`src/shared/wsm_pkg.sv`:
```
package wsm_pkg;
  // window and object table geometry
  localparam int NWIN = 5;
  localparam int NOBJ = 8;
  localparam int OIW  = 3;
  localparam int AW   = 16;
  localparam int LW   = 17;
  localparam int SZW  = 4;
  localparam int DW   = 32;
  localparam int RAW  = 4;

  localparam logic [SZW-1:0] SZ_MAX    = 4'hf;      // 32k bytes
  localparam logic [LW-1:0]  RANGE_TOP = 17'h10000; // 64k byte device range
  localparam logic [2:0]     WIN_BLK   = 3'h0;
  localparam logic [2:0]     WIN_MLIM  = 3'h2;      // first window with no mode
  localparam logic [2:0]     WIN_CTL   = 3'h4;      // control window, fixed
  localparam int             SEL_LO    = 2;         // scaled index above segment bits

  typedef enum logic [1:0] {
    WS_CLOSED = 2'h0,
    WS_OPEN   = 2'h1,
    WS_FAULT  = 2'h2
  } wsm_wstate_t;

  typedef enum logic [1:0] {
    TS_PROG   = 2'h0,
    TS_FAULT  = 2'h1,
    TS_RUNOUT = 2'h2,
    TS_FORCED = 2'h3
  } wsm_tstat_t;

  typedef enum logic [3:0] {
    OC_OK       = 4'h0,
    OC_BADWIN   = 4'h1,
    OC_MODE     = 4'h2,
    OC_ALIGN    = 4'h3,
    OC_RANGE    = 4'h4,
    OC_OVERLAP  = 4'h5,
    OC_ABSENT   = 4'h6,
    OC_TYPE     = 4'h7,
    OC_WINDOWED = 4'h8,
    OC_RIGHTS   = 4'h9
  } wsm_code_t;

  typedef struct packed {
    logic [LW-1:0]  len;
    logic [OIW-1:0] bidx;
    logic [1:0]     rights;
    logic           dseg;
    logic           single;
    logic           present;
  } wsm_obj_t;

  // controller register offsets
  localparam logic [RAW-1:0] R_CTRL  = 4'h0;
  localparam logic [RAW-1:0] R_BASE  = 4'h1;
  localparam logic [RAW-1:0] R_SIZE  = 4'h2;
  localparam logic [RAW-1:0] R_SEL   = 4'h3;
  localparam logic [RAW-1:0] R_OLEN  = 4'h4;
  localparam logic [RAW-1:0] R_CMD   = 4'h5;
  localparam logic [RAW-1:0] R_REF   = 4'h6;
  localparam logic [RAW-1:0] R_REFGO = 4'h7;
  localparam logic [RAW-1:0] R_STAT  = 4'h8;
  localparam logic [RAW-1:0] R_TBL   = 4'h9;
  localparam logic [RAW-1:0] R_FCLR  = 4'ha;

  // field positions
  localparam int F_WIN  = 0;
  localparam int F_DIR  = 3;
  localparam int F_MODE = 5;
  localparam int F_OVL  = 6;
  localparam int F_AUTO = 7;
  localparam int F_SHM  = 8;
  localparam int CTRL_W = 9;
  localparam int T_ENT  = 3;
  localparam int T_TOP  = 27;
  localparam logic [8:0] CTRL_RST = 9'h000;
endpackage

```
`src/shared/wsm_if.sv`:
```
`timescale 1ns/10ps
interface wsm_if;
  import wsm_pkg::*;
  // window open/close channel
  logic             op_req;
  logic             op_open;
  logic [2:0]       op_win;
  logic [AW-1:0]    op_base;
  logic [SZW-1:0]   op_size;
  logic [AW-1:0]    op_sel;
  logic [1:0]       op_dir;
  logic             op_mode;
  logic             op_ovl;
  logic             op_done;
  wsm_code_t        op_code;
  wsm_tstat_t       op_tstat;
  // object table load
  logic             tb_we;
  logic [OIW-1:0]   tb_idx;
  wsm_obj_t         tb_ent;
  // peripheral bus reference
  logic             ps_req;
  logic             ps_wr;
  logic [AW-1:0]    ps_addr;
  logic             ps_ack;
  logic             ps_xfer;
  logic             ps_fault;
  logic             ps_inhibit;
  // fault interrupt to the attached processor
  logic             flt_irq;
  logic [2:0]       flt_win;
  logic             flt_clr;

  modport dev (
    input  op_req, op_open, op_win, op_base, op_size, op_sel, op_dir, op_mode, op_ovl,
    input  tb_we, tb_idx, tb_ent, ps_req, ps_wr, ps_addr, flt_clr,
    output op_done, op_code, op_tstat, ps_ack, ps_xfer, ps_fault, ps_inhibit,
    output flt_irq, flt_win
  );
  modport ctl (
    output op_req, op_open, op_win, op_base, op_size, op_sel, op_dir, op_mode, op_ovl,
    output tb_we, tb_idx, tb_ent, ps_req, ps_wr, ps_addr, flt_clr,
    input  op_done, op_code, op_tstat, ps_ack, ps_xfer, ps_fault, ps_inhibit,
    input  flt_irq, flt_win
  );
endinterface

```
`src/core/wsm_device.sv`:
```
// Functional notes
// - random subrange sizes are powers of two
// - block window zero reaches whole object
// - controller rounds object length up to power
// - window is lesser of subrange, object
// - base is offset in device range
// - base aligned to subrange size
// - subranges never overlap, stay in range
// - one window per object or refinement
// - set windowed flag on base object
// - only single segment data objects
// - object must be present in context
// - requested direction within granted rights
// - wrong direction reference raises fault
// - four transfer states, two block only
// - open in progress, fault terminates
// - closing random window is normal end
// - mode only on windows zero, one
// - overlay window inhibits co-located memory
// - closed overlay window stops inhibiting
// - controller sets overlay over shared memory
// - respond only on hit of a subrange not closed, faulted windows included
// - fault recorded, irq, later acks move nothing
//
// The placing of the registers and the address-and-strobe port are this design's own decisions.
`timescale 1ns/10ps
module wsm_device (
  input  wire logic             mclk,
  input  wire logic             rst,
  wsm_if.dev                    lk,
  output      logic             hm_req,
  output      logic             hm_wr,
  output      logic [2:0]       hm_obj,
  output      logic [16:0]      hm_disp
);
  import wsm_pkg::*;

  function automatic logic [LW-1:0] pow2(input logic [SZW-1:0] n);
    pow2 = 17'h1 << n;
  endfunction

  function automatic logic [AW-1:0] szmask(input logic [SZW-1:0] n);
    szmask = AW'(pow2(n) - 17'h1);
  endfunction

  function automatic logic in_sub(input logic [AW-1:0] a, input logic [AW-1:0] b,
                                  input logic [SZW-1:0] n);
    in_sub = ((a ^ b) & ~szmask(n)) == 16'h0000;
  endfunction

  wsm_wstate_t    st_ff   [NWIN];
  logic [AW-1:0]  base_ff [NWIN];
  logic [SZW-1:0] szx_ff  [NWIN];
  logic [OIW-1:0] obj_ff  [NWIN];
  logic [OIW-1:0] bob_ff  [NWIN];
  logic [1:0]     dir_ff  [NWIN];
  wsm_tstat_t     ts_ff   [NWIN];
  logic           mode_ff [NWIN];
  logic           ovl_ff  [NWIN];
  logic [LW-1:0]  len_ff  [NWIN];
  logic [LW-1:0]  blk_ff;
  wsm_obj_t       tbl_ff  [NOBJ];
  logic [NOBJ-1:0] wnd_ff;

  wsm_code_t      nxt_code;
  wsm_obj_t       ent;
  logic [OIW-1:0] osel;
  logic [1:0]     wi;
  logic           clash;
  logic           mine;
  logic [SZW-1:0] mx;
  logic [LW-1:0]  nxt_len;
  logic           hit;
  logic [2:0]     hw;
  logic [LW-1:0]  disp;
  logic           blkref;
  logic           bad;
  logic           good;
  logic           newflt;

  assign osel = lk.op_sel[SEL_LO+OIW-1:SEL_LO];
  assign wi   = lk.op_win[1:0];
  assign ent  = tbl_ff[osel];

  // open request checks
  always_comb
  begin
    clash = 1'b0;
    for (int j = 0; j < NWIN; j++)
    begin
      mx = (szx_ff[j] > lk.op_size) ? szx_ff[j] : lk.op_size;
      if (3'(j) != lk.op_win && st_ff[j] != WS_CLOSED && in_sub(base_ff[j], lk.op_base, mx))
        clash = 1'b1;
    end
    mine = st_ff[wi] != WS_CLOSED && bob_ff[wi] == ent.bidx;
    if (lk.op_win > WIN_CTL)
      nxt_code = OC_BADWIN;
    else if (lk.op_mode && lk.op_win >= WIN_MLIM)
      nxt_code = OC_MODE;
    else if (lk.op_win == WIN_CTL)
      nxt_code = OC_BADWIN;
    else if ((lk.op_base & szmask(lk.op_size)) != 16'h0000)
      nxt_code = OC_ALIGN;
    else if ({1'b0, lk.op_base} + pow2(lk.op_size) > RANGE_TOP)
      nxt_code = OC_RANGE;
    else if (clash)
      nxt_code = OC_OVERLAP;
    else if (!ent.present)
      nxt_code = OC_ABSENT;
    else if (!ent.single || !ent.dseg)
      nxt_code = OC_TYPE;
    else if (wnd_ff[ent.bidx] && !mine)
      nxt_code = OC_WINDOWED;
    else if ((lk.op_dir & ~ent.rights) != 2'h0)
      nxt_code = OC_RIGHTS;
    else
      nxt_code = OC_OK;
    // block window sees the object, random the lesser of both
    if (lk.op_win == WIN_BLK && lk.op_mode)
      nxt_len = ent.len;
    else
      nxt_len = (pow2(lk.op_size) < ent.len) ? pow2(lk.op_size) : ent.len;
  end

  // address recognition and per-reference checks
  always_comb
  begin
    hit = 1'b0;
    hw  = 3'h0;
    for (int j = 0; j < NWIN; j++)
      if (st_ff[j] != WS_CLOSED && in_sub(lk.ps_addr, base_ff[j], szx_ff[j]))
      begin
        hit = 1'b1;
        hw  = 3'(j);
      end
    blkref = hw == WIN_BLK && mode_ff[0];
    disp   = blkref ? blk_ff : {1'b0, lk.ps_addr & szmask(szx_ff[hw])};
    bad    = (lk.ps_wr ? !dir_ff[hw][1] : !dir_ff[hw][0]) || disp >= len_ff[hw];
    good   = lk.ps_req && hit && st_ff[hw] == WS_OPEN && !bad;
    newflt = lk.ps_req && hit && st_ff[hw] == WS_OPEN && bad;
  end

  always_ff @(posedge mclk)
  begin
    if (rst)
      for (int k = 0; k < NOBJ; k++)
        tbl_ff[k] <= '0;
    else if (lk.tb_we)
      tbl_ff[lk.tb_idx] <= lk.tb_ent;
  end

  // window state, attributes and windowed flags
  always_ff @(posedge mclk)
  begin
    if (rst)
    begin
      wnd_ff <= '0;
      blk_ff <= '0;
      for (int j = 0; j < NWIN; j++)
      begin
        st_ff[j]   <= WS_CLOSED;
        base_ff[j] <= '0;
        szx_ff[j]  <= '0;
        obj_ff[j]  <= '0;
        bob_ff[j]  <= '0;
        dir_ff[j]  <= '0;
        ts_ff[j]   <= TS_PROG;
        mode_ff[j] <= 1'b0;
        ovl_ff[j]  <= 1'b0;
        len_ff[j]  <= '0;
      end
    end
    else
    begin
      if (newflt)
      begin
        st_ff[hw] <= WS_FAULT;
        ts_ff[hw] <= TS_FAULT;
      end
      else if (good && blkref)
      begin
        blk_ff <= blk_ff + 17'h1;
        if (blk_ff + 17'h1 == len_ff[0])
          ts_ff[0] <= TS_RUNOUT;
      end
      if (lk.op_req && lk.op_win < WIN_CTL)
      begin
        // a reopen first drops the old mapping
        if (st_ff[wi] != WS_CLOSED)
          wnd_ff[bob_ff[wi]] <= 1'b0;
        st_ff[wi] <= WS_CLOSED;
        if (lk.op_open && nxt_code == OC_OK)
        begin
          st_ff[wi]        <= WS_OPEN;
          wnd_ff[ent.bidx] <= 1'b1;
          base_ff[wi]      <= lk.op_base;
          szx_ff[wi]       <= lk.op_size;
          obj_ff[wi]       <= osel;
          bob_ff[wi]       <= ent.bidx;
          dir_ff[wi]       <= lk.op_dir;
          ts_ff[wi]        <= TS_PROG;
          mode_ff[wi]      <= lk.op_mode;
          ovl_ff[wi]       <= lk.op_ovl;
          len_ff[wi]       <= nxt_len;
          if (wi == WIN_BLK[1:0])
            blk_ff <= '0;
        end
      end
    end
  end

  // open and close answers
  always_ff @(posedge mclk)
  begin
    if (rst)
    begin
      lk.op_done  <= 1'b0;
      lk.op_code  <= OC_OK;
      lk.op_tstat <= TS_PROG;
    end
    else
    begin
      lk.op_done  <= lk.op_req;
      lk.op_code  <= OC_OK;
      lk.op_tstat <= ts_ff[wi];
      if (lk.op_req && (lk.op_open || lk.op_win >= WIN_CTL))
        lk.op_code <= nxt_code;
      else if (lk.op_req && mode_ff[0] && wi == WIN_BLK[1:0] && st_ff[0] == WS_OPEN
               && ts_ff[0] == TS_PROG)
        lk.op_tstat <= TS_FORCED;
      if (lk.op_req && lk.op_open && nxt_code == OC_OK)
        lk.op_tstat <= TS_PROG;
    end
  end

  // peripheral bus answer and host memory request
  always_ff @(posedge mclk)
  begin
    if (rst)
    begin
      lk.ps_ack     <= 1'b0;
      lk.ps_xfer    <= 1'b0;
      lk.ps_fault   <= 1'b0;
      lk.ps_inhibit <= 1'b0;
      hm_req        <= 1'b0;
      hm_wr         <= 1'b0;
      hm_obj        <= '0;
      hm_disp       <= '0;
    end
    else
    begin
      lk.ps_ack     <= lk.ps_req && hit;
      lk.ps_xfer    <= good;
      lk.ps_fault   <= newflt;
      lk.ps_inhibit <= lk.ps_req && hit && ovl_ff[hw];
      hm_req        <= good;
      hm_wr         <= lk.ps_wr;
      hm_obj        <= obj_ff[hw];
      hm_disp       <= disp;
    end
  end

  // fault interrupt, a new fault beats the clear
  always_ff @(posedge mclk)
  begin
    if (rst)
    begin
      lk.flt_irq <= 1'b0;
      lk.flt_win <= '0;
    end
    else if (newflt)
    begin
      lk.flt_irq <= 1'b1;
      lk.flt_win <= hw;
    end
    else if (lk.flt_clr)
      lk.flt_irq <= 1'b0;
  end
endmodule // wsm_device

```
`src/flat_wrapper.sv`:
```
// flat-port wrapper written by rule: the top's interface ports become plain ports
module wsm_device_flat import wsm_pkg::*;
  (mclk, rst, hm_req, hm_wr, hm_obj, hm_disp, lk_op_req, lk_op_open, lk_op_win, lk_op_base, lk_op_size, lk_op_sel, lk_op_dir, lk_op_mode, lk_op_ovl, lk_tb_we, lk_tb_idx, lk_tb_ent, lk_ps_req, lk_ps_wr, lk_ps_addr, lk_flt_clr, lk_op_done, lk_op_code, lk_op_tstat, lk_ps_ack, lk_ps_xfer, lk_ps_fault, lk_ps_inhibit, lk_flt_irq, lk_flt_win);
  wsm_if lk_i ();
  input  wire logic mclk;
  input  wire logic rst;
  output      logic hm_req;
  output      logic hm_wr;
  output      logic [2:0] hm_obj;
  output      logic [16:0] hm_disp;
  input wire logic [$bits(lk_i.op_req)-1:0] lk_op_req;
  input wire logic [$bits(lk_i.op_open)-1:0] lk_op_open;
  input wire logic [$bits(lk_i.op_win)-1:0] lk_op_win;
  input wire logic [$bits(lk_i.op_base)-1:0] lk_op_base;
  input wire logic [$bits(lk_i.op_size)-1:0] lk_op_size;
  input wire logic [$bits(lk_i.op_sel)-1:0] lk_op_sel;
  input wire logic [$bits(lk_i.op_dir)-1:0] lk_op_dir;
  input wire logic [$bits(lk_i.op_mode)-1:0] lk_op_mode;
  input wire logic [$bits(lk_i.op_ovl)-1:0] lk_op_ovl;
  input wire logic [$bits(lk_i.tb_we)-1:0] lk_tb_we;
  input wire logic [$bits(lk_i.tb_idx)-1:0] lk_tb_idx;
  input wire logic [$bits(lk_i.tb_ent)-1:0] lk_tb_ent;
  input wire logic [$bits(lk_i.ps_req)-1:0] lk_ps_req;
  input wire logic [$bits(lk_i.ps_wr)-1:0] lk_ps_wr;
  input wire logic [$bits(lk_i.ps_addr)-1:0] lk_ps_addr;
  input wire logic [$bits(lk_i.flt_clr)-1:0] lk_flt_clr;
  output wire logic [$bits(lk_i.op_done)-1:0] lk_op_done;
  output wire logic [$bits(lk_i.op_code)-1:0] lk_op_code;
  output wire logic [$bits(lk_i.op_tstat)-1:0] lk_op_tstat;
  output wire logic [$bits(lk_i.ps_ack)-1:0] lk_ps_ack;
  output wire logic [$bits(lk_i.ps_xfer)-1:0] lk_ps_xfer;
  output wire logic [$bits(lk_i.ps_fault)-1:0] lk_ps_fault;
  output wire logic [$bits(lk_i.ps_inhibit)-1:0] lk_ps_inhibit;
  output wire logic [$bits(lk_i.flt_irq)-1:0] lk_flt_irq;
  output wire logic [$bits(lk_i.flt_win)-1:0] lk_flt_win;
  assign lk_i.op_req = lk_op_req;
  assign lk_i.op_open = lk_op_open;
  assign lk_i.op_win = lk_op_win;
  assign lk_i.op_base = lk_op_base;
  assign lk_i.op_size = lk_op_size;
  assign lk_i.op_sel = lk_op_sel;
  assign lk_i.op_dir = lk_op_dir;
  assign lk_i.op_mode = lk_op_mode;
  assign lk_i.op_ovl = lk_op_ovl;
  assign lk_i.tb_we = lk_tb_we;
  assign lk_i.tb_idx = lk_tb_idx;
  assign lk_i.tb_ent = lk_tb_ent;
  assign lk_i.ps_req = lk_ps_req;
  assign lk_i.ps_wr = lk_ps_wr;
  assign lk_i.ps_addr = lk_ps_addr;
  assign lk_i.flt_clr = lk_flt_clr;
  assign lk_op_done = lk_i.op_done;
  assign lk_op_code = lk_i.op_code;
  assign lk_op_tstat = lk_i.op_tstat;
  assign lk_ps_ack = lk_i.ps_ack;
  assign lk_ps_xfer = lk_i.ps_xfer;
  assign lk_ps_fault = lk_i.ps_fault;
  assign lk_ps_inhibit = lk_i.ps_inhibit;
  assign lk_flt_irq = lk_i.flt_irq;
  assign lk_flt_win = lk_i.flt_win;
  wsm_device u_core (.mclk(mclk), .rst(rst), .lk(lk_i), .hm_req(hm_req), .hm_wr(hm_wr), .hm_obj(hm_obj), .hm_disp(hm_disp));
endmodule
```
`config.mk`:
```
export PLATFORM = sky130hd
export DESIGN_NAME = wsm_device_flat
export DESIGN_NICKNAME = d
export VERILOG_FILES = /design/src/shared/wsm_pkg.sv /design/src/shared/wsm_if.sv /design/src/core/wsm_device.sv /design/src/flat_wrapper.sv
export SDC_FILE = /design/constraint.sdc
export NUM_CORES = 1
export LEC_CHECK = 0
export ABC_AREA = 0
export BUFFER_PORTS_ARGS = -buffer_cell sky130_fd_sc_hd__buf_2
export CAP_MARGIN = 20
export CORE_ASPECT_RATIO = 1.2
export CORE_MARGIN = 2
export CORE_UTILIZATION = 60
export CTS_CLUSTER_DIAMETER = 120
export CTS_CLUSTER_SIZE = 25
export DETAILED_ROUTE_END_ITERATION = 8
export GPL_TIMING_DRIVEN = 0
export MAX_ROUTING_LAYER = met4
export PLACE_DENSITY = 0.83
export SLEW_MARGIN = 20
export SYNTH_ARGS = -nofsm -noshare
export SYNTH_HDL_FRONTEND = slang
export SYNTH_SLANG_ARGS = --single-unit
export TNS_END_PERCENT = 20
```
`constraint.sdc`:
```
create_clock -name mclk -period 12.8 [get_ports mclk]
set_input_delay 1.28 -clock mclk [delete_from_list [all_inputs] [get_ports mclk]]
set_output_delay 1.28 -clock mclk [all_outputs]
set_load 0.05 [all_outputs]
```
==> results.txt <==
largest net degree at the start of global routing - 47
1st-iter DRT viols - 2796
clk_lat worst skew - 610 ps
area leader, netlist - edfxtp_1
setup TNS - 0 ps
cell row count - 87
DRT antenna net count - 0
hold wc startpoint - u_core.lk.flt_win[2]$_SDFFE_PP0P_
Slowest-stage cell, CP - a2111oi_0
CP arrival - 9370 ps
Distinct cells, synth - 102
initial antenna violation count - 2
global-route wire length before repair - 145000 microns
# setup viols final - 0
Hold Crit Class - reg -> reg
crit path launch - lk_op_size[2]
Root Buffer - clkbuf_16
HPWL after detailed placement - 74200 microns
Hold Buf Count CTS - 0
skew final - 39.6 ps
DP Worst Slack - 3370 ps
mean post-synth cell area - 10.3 sq um
area grow syn2layout - 8.07%
Peak VDD IR - 0.000134 V
CP Buf/Inv Count - 6
Tcrit/Tclk final - 71.8%
ant diodes - 0
Reg clk slew, reported paths - 120 ps
TritonCTS Sinks - 463
Mapped Area - 28300 sq um
RSZ-0062 raised after global routing - no
clock buffer count from CTS - 22
Final Hold Vio Count - 0
Die Ht - 242 microns
pwr/cell area - 103 nW/um^2
drt total wl - 98800 microns
Synth top area share - 41.3%
via count - 23.7k
Pre-antenna DRT Iters - 7
fraction of layout cells with a size suffix above 1 - 11.2%
max cap viols - 0
cells after synthesis - 2749
GP Congestion - 1.02
full die area - 48900 sq um
worst stage delay on the critical path - 850 ps
EDFF count, synth - 389
worst r2r src - u_core.szx_ff[1][1]$_SDFFCE_PN0P_
gr ovfl total - 0
Critical Path Sink Type - flop
critical path required time - 12980 ps
H-Tree Level Count - 1
IO Pins - 132
TritonCTS clock tree - yes
fmax - 109 MHz
Post-CTS Setup Bufs - 0
IO buf count - 100
Post-synth top flop - edfxtp_1
via count of the first global-routing pass - 22.9k
async set-reset flop share out of synthesis - 0%
Commonest cells post-synth - edfxtp_1 (389), and2_1 (281), nor2_1 (238)
Worst Tran Pin Value - 1140 ps
NumNets Final - 3055
leading cell type by number of instances after synthesis - edfxtp_1
Largest delay share family, worst path - compound AO/OA/AOI/OAI gates
Yosys warnings - 0
CP Launch Type - input pin
count of state elements after synthesis - 463
DIE WIDTH - 202 microns
register area share after synthesis - 46.5%
WL per Instance - 28.0 microns
CP Max Fanout - 46
hold_ws - 485 ps
core footprint - 46800 sq um
Slew HR - 23.4%
Synth area leaders - edfxtp_1 (41%), and2_1 (6.2%), dfxtp_1 (5.2%)
final slew viol count - 0
crit-path cells - buf_2, buf_2, inv_1, clkbuf_1, ha_1, o21ai_0, a21oi_1, o21ai_1, mux2i_1, clkbuf_1, nor2_1, nand2_1, ha_1, a2111oi_0, o31ai_1, a2111oi_0, o211a_1, nand4_1, nand4_1, o31ai_1, nand4_1, clkbuf_1, nand2_4
initial core utilization - 60.5%
CP Class - in -> reg
Final WS setup - 3600 ps
Max clock buf depth - 3
Post-CTS Resized - 0
drc violations - 0
LEAKAGE - 0.0114 uW
Tot GR Track Use - 40.9%
R2R Setup Slk - 3990 ps
Vias per Instance - 6.72
Period minus WS final - 9200 ps
fillers - 3689
status - completed
placed cells by master (no fill, tap or decap), types with 74 or more instances in the layout:
master and count:
xor2_1 98, xnor2_1 91, clkbuf_1 149, nor2_1 238, o21ai_0 116, a21oi_1 110
edfxtp_1 389, buf_2 137, nand2_1 215, ha_1 76, and2_1 281, inv_1 75
dfxtp_1 74
worst reg2reg max path: cells and delay by family, from the launching register on:
family          cells  cell delay (ps)
compound gates      7             1740
fa+ha+maj           3              870
flops               1              500
mux                 1              250
buf+inv             6             1040
simple gates       18             4270
power breakdown:
| group | switching (uW) | internal (uW) | leakage [uW] |
|---|---|---|---|
| logic | 376 | 195 | 0.00663 |
| clock network | 498 | 351 | 0.000313 |
| registers | 31.7 | 1700 | 0.00443 |
final timing paths:
path / to / depth (start not counted)
max: u_core.base_ff[1][7]$_SDFFCE_PN0P_ / 23
min: u_core.lk.flt_win[2]$_SDFFE_PP0P_ / 1
max reg2reg: u_core.blk_ff[1]$_SDFF_PP0_ / 35
min reg2reg: u_core.lk.flt_win[2]$_SDFFE_PP0P_ / 1
per-layer routing:
metal	GRT usage (%)	vias up	share of wire, %
met3	5.11	342	10
met5	-	-	0
met4	23.8	0	7.1
li1	-	10200	-
met1	50.6	11500	36
met2	64.8	1580	47
logic make-up after synthesis:
kind of cell,Yosys count,share of synthesized area [%]
other,1,0.0132
and+or+nand+nor,1074,19.9
AOI/OAI and AO/OA,506,12.0
xor gates and xnor gates,189,5.85
muxes,161,8.30
adders and majority gates,77,3.43
buffers and inverters,278,3.94
DFF,463,46.5
stage by stage:
step | cells | power (uW) | area, sq um | utilization (%)
floorplan | 2751 | 2110 | 28300 | -
global placement | 3474 | 2300 | 29600 | 63.2
detailed placement | 3482 | 2310 | 29900 | 63.9
CTS | 3521 | 3120 | 30600 | 65.3
global route | 3521 | 3220 | 30600 | 65.4
finish | 3521 | 3150 | 30600 | 65.4
registers in the layout (all words and copies together), names as in the netlist, 2 cells and up:
register	flops
u_core.base_ff	64
u_core.blk_ff	17
u_core.bob_ff	12
u_core.dir_ff	8
u_core.hm_disp	17
u_core.hm_obj	3
u_core.len_ff	68
u_core.lk.flt_win	3
u_core.lk.op_code	4
u_core.lk.op_tstat	2
u_core.obj_ff	12
u_core.ovl_ff	4
u_core.st_ff	9
u_core.szx_ff	16
u_core.tbl_ff	200
u_core.ts_ff	8
u_core.wnd_ff	8
cell type report:
| class | instances | area [sq um] | area share (%) |
|---|---|---|---|
| Buffer | 199 | 822 | 2.69 |
| Clock buffer | 36 | 603 | 1.97 |
| Clock inverter | 3 | 55.1 | 0.180 |
| Inverter | 79 | 297 | 0.969 |
| Multi-Input combinational cell | 2010 | 14200 | 46.3 |
| Sequential cell | 463 | 13200 | 43.0 |
| Tap cell | 623 | 779 | 2.55 |
| Timing Repair Buffer | 108 | 721 | 2.36 |
Power figures use the tool's default switching activity.
